===== src/logic/stc_pkg.sv =====
// package of constants and types for the standby transfer control block
package stc_pkg;
    // ****************************************
    // lamp colour codes
    // ****************************************
    localparam int          LAMP_W        = 2;
    localparam logic [1:0]  LAMP_OFF      = 2'h0;
    localparam logic [1:0]  LAMP_GREEN    = 2'h1;
    localparam logic [1:0]  LAMP_AMBER    = 2'h2;
    localparam logic [1:0]  LAMP_RED      = 2'h3;

    // ****************************************
    // lamp index within a routing pair
    // ****************************************
    localparam int          IDX_LOAD      = 0;
    localparam int          IDX_ANT       = 1;

    // ****************************************
    // reset values
    // ****************************************
    localparam logic        RST_AUDIO_AUTO = 1'b1;
    localparam logic        RST_AUDIO_BKP  = 1'b0;
    localparam logic        RST_MAINT      = 1'b0;

    // ****************************************
    // timing
    // ****************************************
    localparam int          CLK_MHZ       = 200;
    localparam int          BLINK_HALF_MS = 500;
    localparam int          BLINK_HALF_CYC = BLINK_HALF_MS * CLK_MHZ * 1000;
    localparam int          BLINK_W       = 27;

    // ****************************************
    // rf control state
    // ****************************************
    typedef enum logic [1:0] {
        STC_RF_OFF   = 2'b00,
        STC_RF_ON    = 2'b01,
        STC_RF_MAINT = 2'b10
    } stc_rf_state_t;
endpackage : stc_pkg


===== src/logic/stc_cmd_if.sv =====
// interface carrying merged operator commands into the control core
`timescale 1ns/100ps
`default_nettype none
interface stc_cmd_if;
    logic audio_xfer_tgl;
    logic audio_src_tgl;
    logic rf_on;
    logic rf_off;
    logic mode_tgl;
    modport src (output audio_xfer_tgl, output audio_src_tgl, output rf_on, output rf_off, output mode_tgl);
    modport dst (input audio_xfer_tgl, input audio_src_tgl, input rf_on, input rf_off, input mode_tgl);
endinterface : stc_cmd_if
`default_nettype wire


===== src/logic/stc_cmd_merge.sv =====
// merges local panel, console and remote command pulses
`timescale 1ns/100ps
`default_nettype none
module stc_cmd_merge (
    input  wire logic  local_only,
    input  wire logic  pnl_audio_xfer,
    input  wire logic  pnl_audio_src,
    input  wire logic  pnl_rf_on,
    input  wire logic  pnl_rf_off,
    input  wire logic  pnl_mode,
    input  wire logic  con_audio_xfer,
    input  wire logic  con_audio_src,
    input  wire logic  con_rf_on,
    input  wire logic  con_rf_off,
    input  wire logic  con_mode,
    input  wire logic  rem_audio_xfer,
    input  wire logic  rem_audio_src,
    input  wire logic  rem_rf_on,
    input  wire logic  rem_rf_off,
    input  wire logic  rem_mode,
    stc_cmd_if.src     cmd
);
    // ****************************************
    // local and remote sets
    // ****************************************
    // console accepted in both modes
    wire logic loc_xfer = pnl_audio_xfer | con_audio_xfer;
    wire logic loc_src  = pnl_audio_src  | con_audio_src;
    wire logic loc_on   = pnl_rf_on      | con_rf_on;
    wire logic loc_off  = pnl_rf_off     | con_rf_off;
    wire logic loc_mode = pnl_mode       | con_mode;
    wire logic rem_en   = ~local_only;
    wire logic rem_any_rf = rem_en & (rem_rf_on | rem_rf_off);

    // remote wins a conflict; a toggle pressed on both ends acts once
    // remote beats local
    assign cmd.audio_xfer_tgl = (rem_en & rem_audio_xfer) | loc_xfer;
    assign cmd.audio_src_tgl  = (rem_en & rem_audio_src) | loc_src;
    assign cmd.mode_tgl       = (rem_en & rem_mode) | loc_mode;
    assign cmd.rf_on  = rem_any_rf ? rem_rf_on  : loc_on & ~loc_off;
    assign cmd.rf_off = rem_any_rf ? rem_rf_off & ~rem_rf_on : loc_off;
endmodule : stc_cmd_merge
`default_nettype wire


===== src/logic/stc_top.sv =====
// standby transfer control core: lamps, audio selection, rf enable
`timescale 1ns/100ps
`default_nettype none
module stc_top #(
    parameter int BLINK_HALF = stc_pkg::BLINK_HALF_CYC
) (
    input  wire logic        clk,
    input  wire logic        rst,
    input  wire logic        ce,
    input  wire logic        local_only,
    input  wire logic        pnl_audio_xfer,
    input  wire logic        pnl_audio_src,
    input  wire logic        pnl_rf_on,
    input  wire logic        pnl_rf_off,
    input  wire logic        pnl_mode,
    input  wire logic        con_audio_xfer,
    input  wire logic        con_audio_src,
    input  wire logic        con_rf_on,
    input  wire logic        con_rf_off,
    input  wire logic        con_mode,
    input  wire logic        rem_audio_xfer,
    input  wire logic        rem_audio_src,
    input  wire logic        rem_rf_on,
    input  wire logic        rem_rf_off,
    input  wire logic        rem_mode,
    input  wire logic        tx_two_on_ant,
    input  wire logic        rf_xfer_manual,
    input  wire logic [1:0]  tx_fault_colour_one,
    input  wire logic [1:0]  tx_fault_colour_two,
    input  wire logic        tx_faulted_one,
    input  wire logic        tx_faulted_two,
    input  wire logic        tx_ready_one,
    input  wire logic        tx_ready_two,
    input  wire logic        sys_ilock_ok,
    input  wire logic        dummy_ilock_ok,
    input  wire logic        link_ok_one,
    input  wire logic        link_ok_two,
    input  wire logic        relay_ok,
    input  wire logic        main_fail,
    input  wire logic        main_low,
    input  wire logic        bkp_fail,
    input  wire logic        bkp_low,
    output logic [1:0]       lamp_one_ant,
    output logic [1:0]       lamp_one_load,
    output logic [1:0]       lamp_two_ant,
    output logic [1:0]       lamp_two_load,
    output logic             lamp_audio_auto,
    output logic             lamp_audio_manual,
    output logic             lamp_src_main,
    output logic             lamp_src_bkp,
    output logic             audio_use_bkp,
    output logic             lamp_rf_on,
    output logic             lamp_mode_maint,
    output logic             lamp_mode_normal,
    output logic             rf_en_one,
    output logic             rf_en_two
);
    // ****************************************
    // command merge
    // ****************************************
    stc_cmd_if cmd ();

    stc_cmd_merge u_merge (
        .local_only     (local_only),
        .pnl_audio_xfer (pnl_audio_xfer),
        .pnl_audio_src  (pnl_audio_src),
        .pnl_rf_on      (pnl_rf_on),
        .pnl_rf_off     (pnl_rf_off),
        .pnl_mode       (pnl_mode),
        .con_audio_xfer (con_audio_xfer),
        .con_audio_src  (con_audio_src),
        .con_rf_on      (con_rf_on),
        .con_rf_off     (con_rf_off),
        .con_mode       (con_mode),
        .rem_audio_xfer (rem_audio_xfer),
        .rem_audio_src  (rem_audio_src),
        .rem_rf_on      (rem_rf_on),
        .rem_rf_off     (rem_rf_off),
        .rem_mode       (rem_mode),
        .cmd            (cmd.src)
    );

    // ****************************************
    // audio selection
    // ****************************************
    logic audio_auto_r;
    logic audio_auto_nxt;
    logic audio_bkp_r;
    logic audio_bkp_nxt;

    wire logic main_bad = main_fail | main_low;
    wire logic bkp_bad  = bkp_fail  | bkp_low;

    // backup must be healthy to move
    wire logic auto_to_bkp  = ~audio_bkp_r & main_bad & ~bkp_bad;
    wire logic auto_to_main = audio_bkp_r & ~main_bad;

    // mode: source press forces manual, else the transfer button toggles
    // manual source selection forces manual
    assign audio_auto_nxt = cmd.audio_src_tgl ? 1'b0
                          : cmd.audio_xfer_tgl ? ~audio_auto_r
                          : audio_auto_r;

    // source: manual press wins, auto logic only while in auto
    // source button toggles
    assign audio_bkp_nxt = cmd.audio_src_tgl ? ~audio_bkp_r
                         : (audio_auto_r & auto_to_bkp) ? 1'b1
                         : (audio_auto_r & auto_to_main) ? 1'b0
                         : audio_bkp_r;

    // audio state registers
    always_ff @(posedge clk or posedge rst) begin
        if (rst) begin
            audio_auto_r <= stc_pkg::RST_AUDIO_AUTO;
            audio_bkp_r  <= stc_pkg::RST_AUDIO_BKP;
        end else if (ce) begin
            audio_auto_r <= audio_auto_nxt;
            audio_bkp_r  <= audio_bkp_nxt;
        end
    end

    // ****************************************
    // rf control
    // ****************************************
    stc_pkg::stc_rf_state_t rf_state_r;
    stc_pkg::stc_rf_state_t rf_state_nxt;
    logic                   maint_r;
    logic                   maint_nxt;

    // one transmitter on antenna, the other on test load
    wire logic ant_link_ok  = tx_two_on_ant ? link_ok_two : link_ok_one;
    wire logic rf_permit    = sys_ilock_ok & ant_link_ok & relay_ok;
    wire logic rf_is_on     = (rf_state_r != stc_pkg::STC_RF_OFF);

    // rf state machine
    always_comb begin
        rf_state_nxt = rf_state_r;
        case (rf_state_r)
            stc_pkg::STC_RF_OFF: begin
                if (cmd.rf_on && rf_permit)
                    rf_state_nxt = stc_pkg::STC_RF_ON;
            end
            stc_pkg::STC_RF_ON: begin
                if (cmd.rf_off || !rf_permit)
                    rf_state_nxt = stc_pkg::STC_RF_OFF;
                else if (maint_r && cmd.rf_on)
                    rf_state_nxt = stc_pkg::STC_RF_MAINT;
            end
            stc_pkg::STC_RF_MAINT: begin
                if (cmd.rf_off || !rf_permit)
                    rf_state_nxt = stc_pkg::STC_RF_OFF;
                else if (!maint_r)
                    rf_state_nxt = stc_pkg::STC_RF_ON;
            end
            default: rf_state_nxt = stc_pkg::STC_RF_OFF;
        endcase
        if (maint_r && cmd.rf_on && rf_permit && !cmd.rf_off)
            rf_state_nxt = stc_pkg::STC_RF_MAINT;
    end

    // mode toggles only under manual rf transfer; rf off forces normal
    // rf off forces normal mode
    assign maint_nxt = (rf_state_nxt == stc_pkg::STC_RF_OFF) ? 1'b0
                     : !rf_xfer_manual ? 1'b0
                     : cmd.mode_tgl ? ~maint_r
                     : maint_r;

    // rf state registers
    always_ff @(posedge clk or posedge rst) begin
        if (rst) begin
            rf_state_r <= stc_pkg::STC_RF_OFF;
            maint_r    <= stc_pkg::RST_MAINT;
        end else if (ce) begin
            rf_state_r <= rf_state_nxt;
            maint_r    <= maint_nxt;
        end
    end

    // enables per role; transmitters themselves must be ready too
    wire logic ant_en_nxt  = (rf_state_nxt != stc_pkg::STC_RF_OFF);
    // maintenance itself enables the load side while rf is on
    // needs manual rf transfer and both interlocks intact
    wire logic load_en_nxt = ant_en_nxt & maint_nxt
                           & rf_xfer_manual & sys_ilock_ok & dummy_ilock_ok;
    wire logic en_one_nxt  = (tx_two_on_ant ? load_en_nxt : ant_en_nxt) & tx_ready_one;
    wire logic en_two_nxt  = (tx_two_on_ant ? ant_en_nxt : load_en_nxt) & tx_ready_two;

    // ****************************************
    // routing lamps
    // ****************************************
    logic [stc_pkg::BLINK_W-1:0] blink_cnt_r;
    logic                        blink_ph_r;
    wire logic                   blink_wrap = (blink_cnt_r == stc_pkg::BLINK_W'(BLINK_HALF - 1));

    // free-running blink phase; shared so all blinking lamps stay in step
    always_ff @(posedge clk or posedge rst) begin
        if (rst) begin
            blink_cnt_r <= '0;
            blink_ph_r  <= 1'b0;
        end else if (ce) begin
            blink_cnt_r <= blink_wrap ? '0 : blink_cnt_r + 1'b1;
            blink_ph_r  <= blink_wrap ? ~blink_ph_r : blink_ph_r;
        end
    end

    wire logic [1:0] col_one = tx_faulted_one ? tx_fault_colour_one : stc_pkg::LAMP_GREEN;
    wire logic [1:0] col_two = tx_faulted_two ? tx_fault_colour_two : stc_pkg::LAMP_GREEN;
    // blink load lamp while dummy interlock open
    wire logic       load_dark = ~dummy_ilock_ok & blink_ph_r;

    wire logic [1:0] one_ant_nxt  = tx_two_on_ant ? stc_pkg::LAMP_OFF : col_one;
    wire logic [1:0] one_load_nxt = (!tx_two_on_ant || load_dark) ? stc_pkg::LAMP_OFF : col_one;
    wire logic [1:0] two_ant_nxt  = tx_two_on_ant ? col_two : stc_pkg::LAMP_OFF;
    wire logic [1:0] two_load_nxt = (tx_two_on_ant || load_dark) ? stc_pkg::LAMP_OFF : col_two;

    // ****************************************
    // output registers
    // ****************************************
    // every output registered so lamps and enables are glitch free
    always_ff @(posedge clk or posedge rst) begin
        if (rst) begin
            lamp_one_ant      <= stc_pkg::LAMP_OFF;
            lamp_one_load     <= stc_pkg::LAMP_OFF;
            lamp_two_ant      <= stc_pkg::LAMP_OFF;
            lamp_two_load     <= stc_pkg::LAMP_OFF;
            lamp_audio_auto   <= 1'b0;
            lamp_audio_manual <= 1'b0;
            lamp_src_main     <= 1'b0;
            lamp_src_bkp      <= 1'b0;
            audio_use_bkp     <= 1'b0;
            lamp_rf_on        <= 1'b0;
            lamp_mode_maint   <= 1'b0;
            lamp_mode_normal  <= 1'b0;
            rf_en_one         <= 1'b0;
            rf_en_two         <= 1'b0;
        end else if (ce) begin
            lamp_one_ant      <= one_ant_nxt;
            lamp_one_load     <= one_load_nxt;
            lamp_two_ant      <= two_ant_nxt;
            lamp_two_load     <= two_load_nxt;
            lamp_audio_auto   <= audio_auto_nxt;
            lamp_audio_manual <= ~audio_auto_nxt;
            lamp_src_main     <= ~audio_bkp_nxt;
            lamp_src_bkp      <= audio_bkp_nxt;
            audio_use_bkp     <= audio_bkp_nxt;
            lamp_rf_on        <= ant_en_nxt;
            lamp_mode_maint   <= maint_nxt;
            lamp_mode_normal  <= ~maint_nxt;
            rf_en_one         <= en_one_nxt;
            rf_en_two         <= en_two_nxt;
        end
    end
endmodule : stc_top
`default_nettype wire


===== config.mk =====
export PLATFORM = sky130hd
export DESIGN_NAME = stc_top
export DESIGN_NICKNAME = d
export VERILOG_FILES = /design/src/logic/stc_pkg.sv /design/src/logic/stc_cmd_if.sv /design/src/logic/stc_cmd_merge.sv /design/src/logic/stc_top.sv
export SDC_FILE = /design/constraint.sdc
export NUM_CORES = 1
export LEC_CHECK = 0
export BUFFER_PORTS_ARGS = -buffer_cell sky130_fd_sc_hd__buf_2
export CORE_UTILIZATION = 38
export DETAILED_ROUTE_END_ITERATION = 16
export PLACE_DENSITY_LB_ADDON = 0.15
export REMOVE_ABC_BUFFERS = 1
export SLEW_MARGIN = 0
export SYNTH_ARGS = -nofsm -noshare
export SYNTH_HDL_FRONTEND = slang
export SYNTH_SLANG_ARGS = --single-unit

===== constraint.sdc =====
create_clock -name clk -period 1.8 [get_ports clk]
set_input_delay 0.18 -clock clk [delete_from_list [all_inputs] [get_ports clk]]
set_output_delay 0.18 -clock clk [all_outputs]
set_load 0.02 [all_outputs]

## Yosys cells after proc, flatten, opt, wreduce, memory -nomap -nowiden

Cells that the tools add are included.

- RAM bits: 0
- Input bits: 38
- Memories kept: 0
- Memory bits (read-only): 0
- Register bits after elaboration: 48
- Output and inout bits: 18
- Bits in latches: 0
- Logic and storage cells: 106

- Magnitude comparators: 0
- Div/mod/pow operators: 0
- Add/subtract/negate cells: 1
- Multiply operators: 0
- Bitwise operators: 44
- Reduce and logical (&&, ||, !) cells: 14
- Shift operators: 0
- Muxes and demuxes: 27
- Equality and inequality tests: 3

Operators with widths:

| kind | count |
|---|---|
| adder 27 x 1 -> 27 bit, second input constant | 1 |
| == test 27 bit, second input constant | 1 |
| 2-to-1 mux 27 bit | 1 |
| 2-to-1 mux 2 bit | 12 |
| AND 1 bit | 20 |
| 2-to-1 mux 1 bit | 13 |
| inverter 1 bit | 13 |
| OR 1 bit | 11 |
| case mux 2 bit (3 select lines) | 1 |
| logical AND 1 bit | 4 |
| logical NOT 2 bit | 2 |
| logical NOT 1 bit | 3 |
| logical OR 1 bit | 3 |
| == test 2 x 1 -> 1 bit, second input constant | 1 |
| == test 2 bit, second input constant | 1 |
| AND reduction 2 bit | 1 |
| nonzero test 2 bit | 1 |

## Depth between registers and ports, before layout

Gate-level depths: netlist of run 1.

- Depth in word-level cells: 17
- Mapped depth: 6
- Mapped depth without buffers: 6

## Hierarchy

A second synthesis of run 1 with hierarchy kept.

- Cells, all modules: 271
- Area, all modules: 2526.2 um^2

Modules (own cells, without submodules):

| module | area each (um^2) | sequential area each (um^2) | cells an instance | instances |
|---|---|---|---|---|
| stc_top | 2447.3 | 1202.4 | 257 | 1 |
| stc_cmd_merge | 78.8 | 0.0 | 14 | 1 |

## Worst setup path after synthesis of run 1

OpenSTA, ideal clock, no wires.

- Path kind: register to register
- Start: register blink_cnt_r[0] in the netlist's numbering
- End: register blink_cnt_r[5] in the netlist's numbering
- Path buffers: 1
- Clock period less this slack: 1.595 ns
- Arrival: 1.476 ns
- Slack: 0.205 ns
- Setup time: 0.119 ns
- Data required time: 1.681 ns
- Cell stages (with the launch flop): 7
- Cells stage by stage: dfrtp_1 > ha_1 > nand4_1 > or2_2 > nor2_2 > buf_4 > nor2_1

- Word-level cells in the longest chain between the ends: 2
- Elaborated cells on any way between the ends: 3
- Those cells by class: add/sub (1); eq/ne (1); mux (1)

RTL lines:

| element | line | text |
|---|---|---|
| start, declared | stc_top.sv:191 | `logic [stc_pkg::BLINK_W-1:0] blink_cnt_r;` |
| start signal, assigned | stc_top.sv:201 | `blink_cnt_r <= blink_wrap ? '0 : blink_cnt_r + 1'b1;` |
| adder 27 x 1 -> 27 bit or == test 27 bit (tied branches) | stc_top.sv:201, stc_top.sv:193 |  |
| 2-to-1 mux 27 bit * | stc_top.sv:201 |  |

Every way passes the cells marked *; elsewhere a longest branch is shown, timed or not.
A chain may end at the register's enable or synchronous reset.

## Worst setup path after layout of run 1

- Start: register blink_cnt_r[1] in the netlist's numbering
- End: register blink_cnt_r[23] in the netlist's numbering

Same word-level chain as after synthesis.

==> out/metrics.cfg, run 1 <==
[run_status]
status=complete, no violations

[route]
ant_nets=0
drt-initial-drc-count=74
drcViolationCount=0
drt-total-wl_um=5580
wl_per_cell_um=14.0
via_per_inst=5.20
drt-pass1-iter-count=4
vias=2075

[place]
pre_cts_ws_ns=0.171
dpl.hpwl_um=4200
numPortBuffers=55
globalplace.congestion=0.850
dpl_cell_area_um2=2910
dp_cells=389

[final_layout]
mostFrequentLayoutCells=buf_2, dfrtp_1, nor2_1
design_area_um2=3020
mostFrequentLayoutCell=buf_2
layout-drive-gt1-share_pct=27.6
diodes=0
final_nets=360
syn_to_final_growth_pct=21.7
fin_cells=399

[clock_network]
cts_tree=done
clk_pin_slew_ns=0.09
cts_buffers=5
root_buffer=clkbuf_8
cts_sinks=48
cts_max_level=2
insertion_delay_ns=0.30
cts.path.max_buffers=2

[synth]
synth_edf_count=0
yosys_warnings=0
ys_types=47
syn_area_um2=2480
synthCells=254
synth-seq-area-share_pct=48.4
syn_area_per_cell_um2=9.78
ys_ff_latch=48
synth_ff_type=dfrtp_1
async_reset_ff_share_pct=100

[worst_hold_path]
hp-class=in -> reg
holdCritStartpoint=tx_ready_one
min_to=rf_en_one
hold_depth=3

[timing]
relSlewSlack_pct=69.9
period_needed_ns=1.62
fin_tns_setup_ns=0
hold_viol=0
fmax_ghz=0.619
setup_violations=0
post-route-period-util_pct=89.7
final_max_slew_viol_count=0
rsz0062_at_grt=false
final.setup_skew_ns=0.00389
fin_ws_ns=0.185
worstMarginPinSlew_ns=0.449

[die]
die-area_um2=6870
core_area_um2=6310
initial_utilization_pct=39.4
pin_count=56
die_h_um=82.9
rows=29
fp.dieW_um=82.9

[global_route]
grt_start_max_net_pins=49
grt_pass1_wl_um=9630
grt_pass1_vias=2074
grt_usage_pct=17.4
overflow=0
antenna_found_initial=0

[setup_path]
r2r_end=blink_cnt_r[23]
critPathArrivalTime_ns=1.81
cpMaxStageDelayCell=dfrtp_1
path_cells=ha_1 -> nand4_1 -> or2_2 -> nor2_2 -> buf_4 -> nor2_1
ff2ff_path_depth=6
crit_type=reg -> reg
path_delay_family=simple AND/OR/NAND/NOR gates
worstSetupStartpoint=blink_cnt_r[1]
reg2reg_slack_ns=0.18
critPathMaxFanout=9
cp-start-kind=flop
worst-path-buf-inv=1
cpPeakStageDelay_ns=0.41
cp.required_ns=1.99
cp-end-kind=flop
rr_startpoint=blink_cnt_r[1]

[power_and_ir_drop]
power_density_nw_per_um2=763
ir_drop_uv=338
leakagePower_uw=0.00134

[job]
maxCapViolations=0

synth_stat cells, drive strengths merged, types with 2 or more instances:
library cell | number | share of area [%]
or2 | 4 | 1.0
o211ai | 3 | 0.91
clkbuf | 3 | 0.45
buf | 4 | 1.0
and4 | 2 | 0.71
o2bb2ai | 8 | 2.8
o31ai | 2 | 0.60
a21oi | 4 | 0.81
o32ai | 3 | 1.1
nor3 | 5 | 1.2
a211oi | 2 | 0.60
nor2 | 26 | 4.1
nor2b | 4 | 1.0
a31oi | 2 | 0.50
nand3 | 11 | 2.9
nand2b | 2 | 0.50
nand2 | 19 | 3.0
inv | 20 | 3.0
nand4 | 16 | 4.3
nor4b | 2 | 0.71
o21a | 2 | 0.60
and3 | 4 | 1.0
o21ai | 16 | 3.2
xor2 | 12 | 4.2
and2 | 2 | 0.50
dfrtp | 47 | 47
nor4 | 7 | 2.4
xnor2 | 12 | 4.2
how the worst max path moves through the flow:
stage,to,cells after the start,slack [ns]
global placement,blink_cnt_r[23],6,0.23
finish,blink_cnt_r[23],6,0.18
global route,blink_cnt_r[20],6,0.03
CTS,blink_cnt_r[23],6,0.16
detailed placement,blink_cnt_r[21],6,0.17
floorplan,blink_ph_r,5,0.14
worst min-delay path, stage by stage:
cell,delay [ns]
buf_2,0.10
o31ai_1,0.06
o2bb2ai_1,0.06
flip-flops by register name (all words and copies together) (netlist names), 2 cells and up:
name / flops
lamp_one_ant: 2
lamp_two_load: 2
lamp_one_load: 2
lamp_two_ant: 2
blink_cnt_r: 27
rf_state_r: 2
power breakdown:
part           internal (uW)  switching (uW)
combinational            158             208
clock                    311             365
sequential              1170            96.4
total                   1640             670
cell families after synthesis:
kind of cell               share of synthesized area, %
and+or+nand+nor                                    23.6
AOI/OAI and AO/OA                                  14.0
buffers and inverters                              4.48
DFF                                                48.4
muxes                                             0.604
adders and majority gates                         0.503
xor gates and xnor gates                           8.46
repair_timing:
item	CTS	global route
resized for setup	0	0
endpoints found under the setup margin	0	1
hold buffers	1	0
endpoints found under the hold margin	47	0
setup buffers	0	1
layout make-up:
type                            instances  area [um^2]
Clock buffer                            6         82.6
Clock inverter                          2         15.0
Fill cell                             617         3290
Inverter                               20         75.1
Multi-Input combinational cell        179         1170
Sequential cell                        48         1200
Tap cell                               77         96.3
Timing Repair Buffer                   67          380
per-layer routing:
layer	track usage, %	part of all wire [%]
met3	3.28	3.5
met4	4.70	0.95
met2	29.6	48
met1	22.7	47
met5	0	0
stage by stage:
step	hold slack (ns)	util [%]	power (uW)
after global routing	0.126	47.9	2440
after CTS	0.114	47.8	2350
after detailed placement	0.243	46.1	1650
after global placement	0.242	46.1	1640
final	0.126	47.9	2310
after floorplan	0.254	-	1500
Power figures use the tool's default switching activity.
==> inputs of run 2 (changes only) <==
Settings changed: PLACE_DENSITY_LB_ADDON 0.15 to default.
==> run 2 against run 1 <==
Against the previous run:
- largest cell class unchanged
- setup slack got worse by 0.080 ns
- non-clock buffer count is 3 lower
- register-to-register slack worse by 0.08 ns
- via count shrank 1.1%
- total power increased by 4.2%
- flip-flop and latch count unchanged
- design area is 0.12% lower
- clock power rose by 16%
- clock-buffer cell count down 1
- first-iteration DRC count down 24%
- combinational power shrank 2%
- sequential power hardly changed
==> out/metrics.cfg, run 2 (same netlist as run 1, synthesis figures left out) <==
[timing]
final_max_slew_viol_count=0  ; unchanged
hold-worst-slack_ns=0.126  ; about the same
period_needed_ns=1.69  ; was 1.62 ns
fin_tns_setup_ns=0  ; unchanged
fmax_ghz=0.590  ; was 0.619 GHz
final.setup_skew_ns=0.00851  ; was 0.00389 ns
worstMarginPinSlew_ns=0.442  ; was 0.449 ns
post-route-period-util_pct=94.1  ; was 89.7%
rsz0062_at_grt=false  ; unchanged
hold_viol=0  ; unchanged
relSlewSlack_pct=70.4  ; was 69.9%
setup_violations=0  ; unchanged
fin_ws_ns=0.105  ; was 0.185 ns

[route]
drt-pass1-iter-count=4  ; unchanged
vias=2052  ; was 2075
top_layer_used=met4  ; unchanged
wl_per_cell_um=12.8  ; was 14.0 um
via_per_inst=5.18  ; was 5.20
ant_nets=0  ; unchanged
drt-total-wl_um=5080  ; was 5580 um
wl_met1_um=2440  ; was 2640 um
wl_met3_um=326  ; was 193 um
drcViolationCount=0  ; unchanged
wl_met2_um=2250  ; was 2700 um
drt-initial-drc-count=56  ; was 74

[power_and_ir_drop]
leakagePower_uw=0.00134  ; about the same
power_uw=2410  ; was 2310 uW
ir_drop_uv=443  ; was 338 uV
power_density_nw_per_um2=797  ; was 763 nW/um^2

[die]
die-area_um2=6870  ; unchanged
pin_count=56  ; unchanged
die_h_um=82.9  ; unchanged
core_area_um2=6310  ; unchanged
initial_utilization_pct=39.4  ; unchanged
fp.dieW_um=82.9  ; unchanged
rows=29  ; unchanged

[run_status]
status=complete, no violations  ; unchanged

[global_route]
antenna_found_initial=0  ; unchanged
grt_pass1_wl_um=9070  ; was 9630 um
grt_usage_pct=16.0  ; was 17.4%
grt_pass1_vias=2008  ; was 2074
overflow=0  ; unchanged
grt_start_max_net_pins=21  ; was 49

[place]
globalplace.congestion=0.762  ; was 0.850
numPortBuffers=55  ; unchanged
dpl.hpwl_um=3850  ; was 4200 um
pre_cts_ws_ns=0.156  ; was 0.171 ns

[final_layout]
syn_to_final_growth_pct=21.5  ; was 21.7%
mostFrequentLayoutCells=buf_2, dfrtp_1, nor2_1  ; unchanged
diodes=0  ; unchanged
final_nets=357  ; was 360
top_register=blink_cnt_r  ; unchanged
largest_reg_flops=27  ; unchanged
fin_util_pct=47.8  ; was 47.9%
mostFrequentLayoutCell=buf_2  ; unchanged
layout-drive-gt1-share_pct=27.0  ; was 27.6%

[setup_path]
critPathMaxFanout=11  ; was 9
cp-start-kind=flop  ; unchanged
cp.required_ns=2.00  ; was 1.99 ns
critPathArrivalTime_ns=1.89  ; was 1.81 ns
cp-end-kind=flop  ; unchanged
ff2ff_path_depth=6  ; unchanged
crit_type=reg -> reg  ; unchanged

[clock_network]
clk_pin_slew_ns=0.09  ; about the same
cts_max_level=2  ; unchanged
post_cts_resized=0  ; unchanged
root_buffer=clkbuf_8  ; unchanged
cts_tree=done  ; unchanged
insertion_delay_ns=0.30  ; about the same
cts_buffers=5  ; unchanged
cts.path.max_buffers=2  ; unchanged
cts_sinks=48  ; unchanged

[worst_hold_path]
hold_depth=3  ; unchanged
hp-class=in -> reg  ; unchanged

[job]
maxCapViolations=0  ; unchanged

run 2: layer usage:
layer | vias to the layer above | track usage [%]
met5 | - | 0
met4 | 0 | 4.23
met3 | 6 | 4.37
met2 | 57 | 25.6
met1 | 956 | 21.5
li1 | 1033 | -
run 2: per-stage QoR:
stage | area [um^2] | cells
floorplan | 2450 | 247
global placement | 2890 | 387
detailed placement | 2890 | 387
CTS | 3020 | 396
global route | 3020 | 396
finish | 3020 | 396
run 2: timing repair:
item,4_1_cts,5_1_grt
setup buffers,0,0
hold buffers,1,0
hold endpoints to repair,17,0
setup endpoints to repair,0,0
run 2: layout make-up:
| class | count | area (um^2) |
|---|---|---|
| fill | 594 | 3290 |
| sequential | 48 | 1200 |
| multi-input combinational | 179 | 1170 |
| timing repair buffer | 64 | 358 |
| tap | 77 | 96.3 |
| inverter | 20 | 75.1 |
| clock buffer | 5 | 68.8 |
| clock inverter | 3 | 47.5 |
run 2: power by group:
part | internal [uW] | switching [uW]
combinational | 154 | 205
sequential | 1170 | 95.0
clock | 418 | 365
total | 1740 | 665
run 2: worst max-delay path, stage by stage (launching register included):
cell and delay (ns):
dfrtp_1 0.42, ha_1 0.22, nand4_1 0.18, or2_2 0.35, nor2_2 0.22, buf_12 0.16
nor2_1 0.05
run 2: path summary, 6_finish.rpt:
check	start	to	slack [ns]
setup / recovery	blink_cnt_r[1]	blink_cnt_r[3]	0.11
hold / removal	tx_ready_one	rf_en_one	0.13
setup reg to reg	blink_cnt_r[1]	blink_cnt_r[3]	0.11
hold reg to reg	lamp_one_ant[1]	lamp_one_ant[1]	0.48
max in group asynchronous	rst	blink_cnt_r[5]	0.81
min in group asynchronous	rst	lamp_rf_on	0.40
